File: config.mk
export PLATFORM = sky130hd
export DESIGN_NAME = frp_decoder
export DESIGN_NICKNAME = d
export VERILOG_FILES = /design/src/rtl/frp_pkg.sv /design/src/rtl/frp_decoder.sv
export SDC_FILE = /design/constraint.sdc
export NUM_CORES = 1
export LEC_CHECK = 0
export ABC_CLOCK_PERIOD_IN_PS = 4950
export CAP_MARGIN = 20
export CORE_MARGIN = 2
export CORE_UTILIZATION = 45
export CTS_CLUSTER_DIAMETER = 50
export DETAILED_ROUTE_END_ITERATION = 6
export DONT_BUFFER_PORTS = 1
export SLEW_MARGIN = 20
export SYNTH_ARGS = -nofsm -noshare
export SYNTH_HDL_FRONTEND = slang
export SYNTH_SLANG_ARGS = --single-unit
File: constraint.sdc
create_clock -name sys_clk -period 4.95 [get_ports sys_clk]
set_input_delay 0.99 -clock sys_clk [delete_from_list [all_inputs] [get_ports sys_clk]]
set_output_delay 0.99 -clock sys_clk [all_outputs]
set_load 0.02 [all_outputs]
File: src/rtl/frp_pkg.sv
// Package of the flash range protection decoder: offsets, fields, resets.
// Assumes an 8-bit register port and a 16-bit flash address map.
package frp_pkg;
    // Register offsets on the register port
    localparam logic [3:0]  FRP_OFS_CONFIG = 4'h0;
    localparam logic [3:0]  FRP_OFS_STATUS = 4'h1;
    localparam logic [3:0]  FRP_OFS_MASK   = 4'h2;

    // Field positions of flash_protection_config
    localparam int FRP_POL_BIT   = 7;
    localparam int FRP_SPARE_BIT = 6;
    localparam int FRP_HDIS_BIT  = 5;
    localparam int FRP_HS_LSB    = 3;
    localparam int FRP_LDIS_BIT  = 2;
    localparam int FRP_LS_LSB    = 0;

    // Status and mask bit positions
    localparam int FRP_EV_VIOL = 0;
    localparam int FRP_EV_MASS = 1;
    localparam int FRP_EV_W    = 2;

    // Reset values: fully protected until the stored byte is loaded
    localparam logic [7:0]          FRP_CONFIG_RST = 8'h7F;
    localparam logic [FRP_EV_W-1:0] FRP_STATUS_RST = 2'h0;
    localparam logic [FRP_EV_W-1:0] FRP_MASK_RST   = 2'h0;

    // Flash location of the stored protection byte
    localparam logic [15:0] FRP_NV_ADDR = 16'hFF0D;

    // High range lower bounds by size code; upper bound is the map top
    localparam logic [15:0] FRP_HI_BASE0 = 16'hF800;
    localparam logic [15:0] FRP_HI_BASE1 = 16'hF000;
    localparam logic [15:0] FRP_HI_BASE2 = 16'hE000;
    localparam logic [15:0] FRP_HI_BASE3 = 16'hC000;

    // Low range fixed base and upper bounds by size code
    localparam logic [15:0] FRP_LO_BASE = 16'h4000;
    localparam logic [15:0] FRP_LO_TOP0 = 16'h43FF;
    localparam logic [15:0] FRP_LO_TOP1 = 16'h47FF;
    localparam logic [15:0] FRP_LO_TOP2 = 16'h4FFF;
    localparam logic [15:0] FRP_LO_TOP3 = 16'h5FFF;

    // Whole state of the decoder
    typedef struct packed {
        logic [7:0]          cfg;
        logic                load_pending;
        logic [FRP_EV_W-1:0] status;
        logic [FRP_EV_W-1:0] mask;
        logic [7:0]          rdata;
    } frp_state_t;
endpackage : frp_pkg

File: src/rtl/frp_decoder.sv
// Flash range protection decoder: config register, range compare, events.
// Assumes the flash controller presents the stored byte after reset and
// drives its check request from logic on sys_clk.
//
// Notes on behaviour
// RULE1: Polarity 1: a cleared disable bit protects its selected range.
// RULE2: Polarity 0: a cleared disable bit makes its range unprotected.
// RULE3: High disable bit 0 enables the region at the top of flash.
// RULE4: Low disable bit 0 enables the region at the bottom of flash.
// RULE5: High size code picks 2, 4, 8 or 16 KB ending at FFFF.
// RULE6: Low size code picks 1, 2, 4 or 8 KB from 4000.
// RULE7: High size field writable only while high disable bit is 1.
// RULE8: Low size field writable only while low disable bit is 1.
// RULE9: Polarity 0 with both disable bits 1 protects the whole array.
// RULE10: Software keeps the spare bit 6 in its erased state.
// RULE11: Settings load from flash after reset, then software may change.
// RULE12: Polarity bit can only be written from 1 to 0.
// RULE13: Reset loads the config from the byte stored at FF0D.
// RULE14: Program or erase aimed at protected area raises violation.
// RULE15: Mass erase only with polarity and both disable bits set.
// RULE16: Combinational protected indication for any checked address.
//
// The implementer's own choices: the register addresses and the plain strobed port.
`timescale 1ns/1ps
module frp_decoder
    import frp_pkg::*;
#(
    parameter int ADDR_W = 4
) (
    input  wire logic              sys_clk,
    input  wire logic              srst,
    input  wire logic [ADDR_W-1:0] bus_addr,
    input  wire logic [7:0]        bus_wdata,
    input  wire logic              bus_wr,
    input  wire logic              bus_rd,
    output logic      [7:0]        bus_rdata,
    output logic                   nv_load_req,
    output logic      [15:0]       nv_load_addr,
    input  wire logic [7:0]        nv_load_data,
    input  wire logic              nv_load_valid,
    input  wire logic              chk_valid,
    input  wire logic              chk_mass_erase,
    input  wire logic [15:0]       chk_addr,
    output logic                   chk_protected,
    output logic                   protection_violation_flag,
    output logic [7:0]             flash_protection_config,
    output logic                   irq
);
    frp_state_t state_reg;
    frp_state_t state_next;

    logic       protection_polarity_select;
    logic       high_range_disable;
    logic       low_range_disable;
    logic [1:0] high_range_size;
    logic [1:0] low_range_size;
    logic [15:0] hi_base;
    logic [15:0] lo_top;
    logic       in_high;
    logic       in_low;
    logic       sel_hit;
    logic       mass_ok;
    logic       ev_viol;
    logic       ev_mass;
    logic       wr_cfg;
    logic       rd_status;
    logic [FRP_EV_W-1:0] events;

    // Field view of the config register
    assign protection_polarity_select = state_reg.cfg[FRP_POL_BIT];
    assign high_range_disable         = state_reg.cfg[FRP_HDIS_BIT];
    assign low_range_disable          = state_reg.cfg[FRP_LDIS_BIT];
    assign high_range_size = state_reg.cfg[FRP_HS_LSB +: 2];
    assign low_range_size  = state_reg.cfg[FRP_LS_LSB +: 2];

    // Range bounds from the size codes
    always_comb begin
        unique case (high_range_size)
            2'h0: hi_base = FRP_HI_BASE0; // RULE5
            2'h1: hi_base = FRP_HI_BASE1;
            2'h2: hi_base = FRP_HI_BASE2;
            2'h3: hi_base = FRP_HI_BASE3;
        endcase
        unique case (low_range_size)
            2'h0: lo_top = FRP_LO_TOP0; // RULE6
            2'h1: lo_top = FRP_LO_TOP1;
            2'h2: lo_top = FRP_LO_TOP2;
            2'h3: lo_top = FRP_LO_TOP3;
        endcase
    end

    // Address comparison against each enabled region
    assign in_high = (chk_addr >= hi_base); // RULE5
    assign in_low  = (chk_addr >= FRP_LO_BASE) && (chk_addr <= lo_top);
    assign sel_hit = (!high_range_disable && in_high) // RULE3
                  || (!low_range_disable && in_low);  // RULE4

    // Protected decision; everything protected until the load is done
    always_comb begin
        if (state_reg.load_pending) begin
            chk_protected = 1'b1;
        end else if (protection_polarity_select) begin
            chk_protected = sel_hit; // RULE1 RULE16
        end else if (high_range_disable && low_range_disable) begin
            chk_protected = 1'b1; // RULE9
        end else begin
            chk_protected = !sel_hit; // RULE2
        end
    end

    // Mass erase needs protection fully open
    assign mass_ok = !state_reg.load_pending && protection_polarity_select
                  && high_range_disable && low_range_disable; // RULE15

    // Violation events toward the command controller
    assign ev_viol = chk_valid && !chk_mass_erase && chk_protected; // RULE14
    assign ev_mass = chk_valid && chk_mass_erase && !mass_ok; // RULE15
    assign protection_violation_flag = ev_viol || ev_mass;
    assign events = {ev_mass, ev_viol};

    // Bus decode
    assign wr_cfg = bus_wr && (bus_addr == ADDR_W'(FRP_OFS_CONFIG))
                 && !state_reg.load_pending;
    assign rd_status = bus_rd && (bus_addr == ADDR_W'(FRP_OFS_STATUS));

    // Next state
    always_comb begin
        state_next = state_reg;
        // Stored byte capture after reset
        if (state_reg.load_pending && nv_load_valid) begin
            state_next.cfg = nv_load_data; // RULE13 RULE11
            state_next.load_pending = 1'b0;
        end
        // Software update of the config register
        if (wr_cfg) begin
            state_next.cfg[FRP_POL_BIT] = protection_polarity_select
                                       && bus_wdata[FRP_POL_BIT]; // RULE12
            state_next.cfg[FRP_HDIS_BIT] = bus_wdata[FRP_HDIS_BIT];
            state_next.cfg[FRP_LDIS_BIT] = bus_wdata[FRP_LDIS_BIT];
            if (high_range_disable) begin
                state_next.cfg[FRP_HS_LSB +: 2] =
                    bus_wdata[FRP_HS_LSB +: 2]; // RULE7
            end
            if (low_range_disable) begin
                state_next.cfg[FRP_LS_LSB +: 2] =
                    bus_wdata[FRP_LS_LSB +: 2]; // RULE8
            end
        end
        // Mask register
        if (bus_wr && (bus_addr == ADDR_W'(FRP_OFS_MASK))) begin
            state_next.mask = bus_wdata[FRP_EV_W-1:0];
        end
        // Sticky status, read clears, a new event wins
        state_next.status = (rd_status ? '0 : state_reg.status) | events;
        // Read data stands only in the cycle after the strobe
        state_next.rdata = 8'h00;
        if (bus_rd) begin
            unique case (bus_addr)
                ADDR_W'(FRP_OFS_CONFIG): state_next.rdata = state_reg.cfg;
                ADDR_W'(FRP_OFS_STATUS):
                    state_next.rdata = {6'h00, state_reg.status};
                ADDR_W'(FRP_OFS_MASK):
                    state_next.rdata = {6'h00, state_reg.mask};
                default: state_next.rdata = 8'h00;
            endcase
        end
    end

    // State register
    always_ff @(posedge sys_clk) begin
        if (srst) begin
            state_reg.cfg          <= FRP_CONFIG_RST;
            state_reg.load_pending <= 1'b1;
            state_reg.status       <= FRP_STATUS_RST;
            state_reg.mask         <= FRP_MASK_RST;
            state_reg.rdata        <= 8'h00;
        end else begin
            state_reg <= state_next;
        end
    end

    // Outputs
    assign bus_rdata = state_reg.rdata;
    assign nv_load_req = state_reg.load_pending;
    assign nv_load_addr = FRP_NV_ADDR; // RULE13
    assign flash_protection_config = state_reg.cfg;
    assign irq = |(state_reg.status & state_reg.mask);

    // Size bits of the write, seen one cycle later by the size checks
    logic [1:0] wr_hs;
    logic [1:0] wr_ls;
    assign wr_hs = bus_wdata[FRP_HS_LSB +: 2];
    assign wr_ls = bus_wdata[FRP_LS_LSB +: 2];
endmodule // frp_decoder

=== After elaboration in Yosys (flattened, before gate mapping) ===
Cells that the tools add are included.

* Logic and storage cells: 64
* Memories kept: 0
* Input bits: 43
* Latch bits: 0
* Memory bits (read-only): 0
* RAM bits: 0
* Flip-flop bits (word level): 21

* $lt $le $gt $ge: 3
* Equal/unequal tests: 8
* Reductions and logical operators: 31
* Bitwise gates (word level): 3
* Shift-type cells: 0
* Add/subtract/negate cells: 0
* Multipliers: 0
* Mux-type cells: 12
* Div/mod/pow operators: 0

{| class="wikitable"
|+ Operators with widths
! kind !! number
|-
| 16-bit case mux with 4 select lines || 2
|-
| 8-bit case mux with 3 select lines || 1
|-
| 1-bit logical AND || 17
|-
| 16-bit by 15-bit >= comparator with 1-bit output, second input constant || 1
|-
| 16-bit >= comparator || 1
|-
| 16-bit less-or-equal comparator || 1
|-
| 9-bit 2-to-1 mux || 1
|-
| 2-bit == test, second input constant || 4
|-
| 1-bit logical NOT || 6
|-
| 2-bit 2-to-1 mux || 3
|-
| 6-bit 2-to-1 mux || 1
|-
| 2-bit by 1-bit == test with 1-bit output, second input constant || 2
|-
| 4-bit by 1-bit == test with 1-bit output, second input constant || 1
|-
| 4-bit by 2-bit == test with 1-bit output, second input constant || 1
|-
| 2-bit logical NOT || 2
|-
| 4-bit logical NOT || 1
|-
| 1-bit 2-to-1 mux || 4
|-
| 2-bit OR reduction || 2
|-
| 2-bit AND || 1
|-
| 1-bit logical OR || 2
|-
| 2-bit OR || 1
|-
| 2-bit nonzero test || 1
|-
| 1-bit NOT || 1
|}

=== Logic depth before layout (Yosys ltp) ===
* Depth in word-level cells: 12
* Depth in mapped cells: 7

=== Worst setup path before layout ===
Ideal clock, no wire load.

* Path kind: in2out
* From: input chk_addr[11]
* To: output protection_violation_flag
* Slack: 1.370 ns
* Stages: 7
* Buffers on the path: 0
* Required time: 3.960 ns
* Data arrival time: 2.590 ns
* Path through: inv_1 > ha_1 > nor4b_1 > nand4_1 > a311oi_2 > a2111oi_0 > o21ai_0

* Longest elaborated chain between the ends: 10

{| class="wikitable"
|+ RTL lines
! element !! line !! RTL
|-
| start: declaration || frp_decoder.sv:43 || <nowiki>input wire logic [15:0] chk_addr,</nowiki>
|-
| 16-bit by 15-bit >= comparator with 1-bit output or 16-bit less-or-equal comparator (tied branches) || frp_decoder.sv:94 || <nowiki>assign in_low = (chk_addr >= FRP_LO_BASE) && (chk_addr <= lo_top);</nowiki>
|-
| 1-bit logical AND || frp_decoder.sv:94 ||
|-
| 1-bit logical AND || frp_decoder.sv:96 || <nowiki>|| (!low_range_disable && in_low);</nowiki>
|-
| 1-bit logical OR * || frp_decoder.sv:96 ||
|-
| 1-bit logical NOT || frp_decoder.sv:107 || <nowiki>chk_protected = !sel_hit;</nowiki>
|-
| 1-bit 2-to-1 mux || frp_decoder.sv:104 || <nowiki>end else if (high_range_disable && low_range_disable) begin</nowiki>
|-
| 1-bit 2-to-1 mux * || frp_decoder.sv:102 || <nowiki>end else if (protection_polarity_select) begin</nowiki>
|-
| 1-bit 2-to-1 mux * || frp_decoder.sv:100 || <nowiki>if (state_reg.load_pending) begin</nowiki>
|-
| 1-bit logical AND * || frp_decoder.sv:116 || <nowiki>assign ev_viol = chk_valid && !chk_mass_erase && chk_protected;</nowiki>
|-
| 1-bit logical OR * || frp_decoder.sv:118 || <nowiki>assign protection_violation_flag = ev_viol || ev_mass;</nowiki>
|-
| end: declaration || frp_decoder.sv:45 || <nowiki>output logic protection_violation_flag,</nowiki>
|}

Every way passes the cells marked *; elsewhere a longest branch is shown, timed or not.

=== Worst setup path after layout ===
* From: input chk_addr[13]
* To: output protection_violation_flag

The elaborated chain is that of the path after synthesis.

==> metrics list <==
- Final setup viols: 0
* Post-route clock period utilization: 77.7%
- Library cell occupying the most area in the post-synthesis netlist: sky130_fd_sc_hd__dfxtp_1
- In this run the cell area measured after placement is about 1300 µm².
- Input/output buffers: 0
- Source-to-sink clock delay at the later pin of the worst-skew pair: 0.29 ns
- Total iterations of the first detailed-routing run: 5
- Clk sink count: 21
- Buf+Inv Stages, Crit Path: 0
- The count of nets left with antenna violations once routing finished came out at 0.
* Cell family contributing the most delay on the critical path: compound AO/OA/AOI/OAI gates
- After detailed placement, the design holds a cell count of 200.
- Final-report hold violation count: 0
* Sequential cell area: 420 µm²
* Via/cell ratio: about 5.5
- Cell types with the largest area share after synthesis: sky130_fd_sc_hd__dfxtp_1, sky130_fd_sc_hd__buf_4, sky130_fd_sc_hd__ha_1
* Mapped Cells: roughly 180
- The number of gates resized after CTS was 0.
- The tightest min-delay check is of the flip-flop to flip-flop type.
* Synth warnings: 0
- Non-Filler Instances: approximately 200
- Vias in the first global route: just over 1000
- Flops & latches, synth: 21
- Cell leakage power: between 0.5 and 0.6 nW
* Arr. time, crit path: 2.85 ns
- Total Wirelength: about 3100 µm
* Synth async-reset ratio: 0%
* Cell area after synthesis: 1450 µm²
- Remaining routing DRC violations: 0
- Initial Util: 47.5%
- Summing all multi-input logic gate instances after layout gives 805 µm².
- Delay contributed by the slowest stage of the critical path: 0.63 ns
- Xor/xnor share of the synthesized area: 0%
- Synthesized area divided by synthesized cell count: ~8.1 µm²
* Clock tree root buffer cell: sky130_fd_sc_hd__clkbuf_4
* Minimum period implied by the final worst setup slack: 3.84 ns
- Once layout is complete, the utilization of the core stands at 43.4%.
* Die boundary height: 60.8 µm
- Highest achievable clock rate: 0.260 GHz
- Summing the areas of all and, or, nand and nor instances in the mapped netlist gives 29.0% of the synthesized area.
- STA puts the critical path data required time at 3.96 ns.
* Clock slew at reported path FFs: approximately 0.11 ns
- Worst Max-Slew Pin Slew: approximately 0.8 ns
- Summed over all failing endpoints, the final setup total negative slack is 0 ns.
* Number of buffers inserted to repair setup after CTS: 0
- Maximum level of the CTS H-tree: 1
* Clock Skew: between 0.0015 and 0.002 ns
- Floorplan core area: between 3000 and 4000 µm²
* Remaining Overflow, GRT: 0
* Die area: about 3700 µm²
- The share of the Yosys chip area taken by registers is between 20 and 30%.
- After clock tree synthesis, the flow added hold-fix buffers numbering 0.
- For this block, the initial DRC count from the detailed router was between 40 and 50.
- The largest individual stage delay along the critical path comes from the cell sky130_fd_sc_hd__o21ai_0.
- Main combinational cell family by area after synthesis: simple AND/OR/NAND/NOR gates
* Final GP Congestion: roughly 0.88
- No sink is reached through more buffers than the 2 on the longest clock path.
- The synthesized design contains 0 enable-type register cells.
- Wire length of the first global-routing pass: between 4000 and 5000 µm
- CTS tree: built
* Count of filler cells inserted in the layout: just over 300
* Ports placed on the boundary: 79
- Final worst slack: approximately 1.1 ns
- The worst pin sits at a relative slew slack of a little under half.
- Crit-path cells: ha_1, nor4b_1, nand4_1, a311oi_2, a2111oi_0, o21ai_0
- The worst setup path is launched from an input port.
- The routed layout has 1125 vias.
- Proportion of netlist area held by the largest area contributor: slightly below 30%
- Worst slack at placement: around 1.1 ns
- IR analysis of the VDD net gives a maximum drop of between 0.00006 and 0.00007 V.
- The repair_antennas step left the layout with diodes totalling 0.
- Hpwl dp: about 2400 µm
* Cell area after layout: between 1000 and 1500 µm²
- Area added between synthesis and finish: -8.63%
- Maximum fanout encountered on the critical timing path: 6
* Total track usage: about 17%
* FF-to-FF setup slack: 2.83 ns
- Number of distinct library cells after synthesis: 40
* Largest net degree at the start of global routing: 17
- The tool flagged a number of max-cap violations equal to 0.
- Power density over the cells: around 250 nW/µm²
- Run status: finished clean
- After synthesis, the share of cell area in mux cells is ~3.5%.
* Hold WS: ~0.5 ns
* Fraction of final layout cells sized beyond drive strength 1: approximately 5%
* Setup repair after global routing missed its margin: no
- The worst setup path is of the input port to output port kind.
- Layout net count: between 200 and 250
- The die is a little over 60 µm wide.
- Synthesized-area fraction occupied by adder cells: 5.18%
- Synth Area in Compound Gates: 13.7%
- Summing internal, switching and leakage power gives 0.333 mW.
- Routed wire length per instance: roughly 15 µm
* Row count: 20
* Initial antenna violation count: 0
* Top_reg_cell synth: sky130_fd_sc_hd__dfxtp_1
- Number of buffers created by CTS: 3
* Crit. End Element: output port
- The final count of pins violating max slew was 0.
==> cells by family (layout without fill, tap and decap cells) <==
family / count (synthesis) / in the layout
AND/OR/NAND/NOR: 75 / 75
buffers and inverters: 42 / 9
AO/OA/AOI/OAI: 28 / 28
flip-flops: 21 / 21
adder cells (fa/ha/maj): 6 / 6
multiplexers: 5 / 5
other: 2 / 16
==> cell usage after synthesis, drive strengths merged, types with 3 or more instances <==
master and instances:
nor2 14, nand3 12, mux2i 5, nor2b 3, o21bai 5, dfxtp 21, and2 8, inv 5
nand2 14, nor4 3, nor4b 3, and3 5, ha 6, clkbuf 5, nand4 3, o21ai 5
buf 32, a21oi 5
==> cell usage in the layout (no fill, tap or decap), types with 2 or more instances in the layout <==
cell	n
sky130_fd_sc_hd__a21oi_1	5
sky130_fd_sc_hd__a31oi_1	2
sky130_fd_sc_hd__and2_1	8
sky130_fd_sc_hd__and3_1	5
sky130_fd_sc_hd__clkbuf_4	3
sky130_fd_sc_hd__conb_1	16
sky130_fd_sc_hd__dfxtp_1	21
sky130_fd_sc_hd__ha_1	6
sky130_fd_sc_hd__inv_1	5
sky130_fd_sc_hd__mux2i_1	5
sky130_fd_sc_hd__nand2_1	14
sky130_fd_sc_hd__nand2b_1	2
sky130_fd_sc_hd__nand3_1	12
sky130_fd_sc_hd__nand4_1	3
sky130_fd_sc_hd__nor2_1	14
sky130_fd_sc_hd__nor2b_1	3
sky130_fd_sc_hd__nor3_1	2
sky130_fd_sc_hd__nor4_1	2
sky130_fd_sc_hd__nor4b_1	3
sky130_fd_sc_hd__o21a_1	2
sky130_fd_sc_hd__o21ai_0	4
sky130_fd_sc_hd__o21bai_1	5
==> where the power goes <==
group	switching (mW)	internal, mW	total (mW)
combinational	0.0324	0.0233	0.0557
sequential	0.0204	0.177	0.197
clock	0.0485	0.0314	0.0799
==> path summary, 6_finish.rpt <==
path / startpoint / to / cells past startpoint
worst max-delay path: chk_addr[13] / protection_violation_flag / 6
worst min-delay path: state_reg[11] / state_reg[11] / 2
worst max register to register: flash_protection_config[4] / state_reg[10] / 7
worst min register to register: state_reg[11] / state_reg[11] / 2
==> per-layer routing <==
metal  global-route usage [%]  share of wire (%)  up-vias
met4                     7.45               0.81        0
met5                        0                  0        -
met2                     28.1                 48       56
li1                         -                  -      539
met1                     20.1                 41      528
met3                     5.12                9.9        2
==> worst reg2reg max path, delay by kind of cell, from the launching register on <==
family                     cells  cell delay, ns
adders and majority gates      1            0.27
and+or+nand+nor                3            0.63
AOI/OAI and AO/OA              3            0.68
DFF                            1            0.44
==> final cells by class <==
class,instances,share of cell area [%]
clock buffer,4,1.98
inverter,5,1.42
multi-input combinational,130,60.7
sequential,21,31.7
tap,44,4.15
No activity file was read; power rests on OpenSTA's default activity.
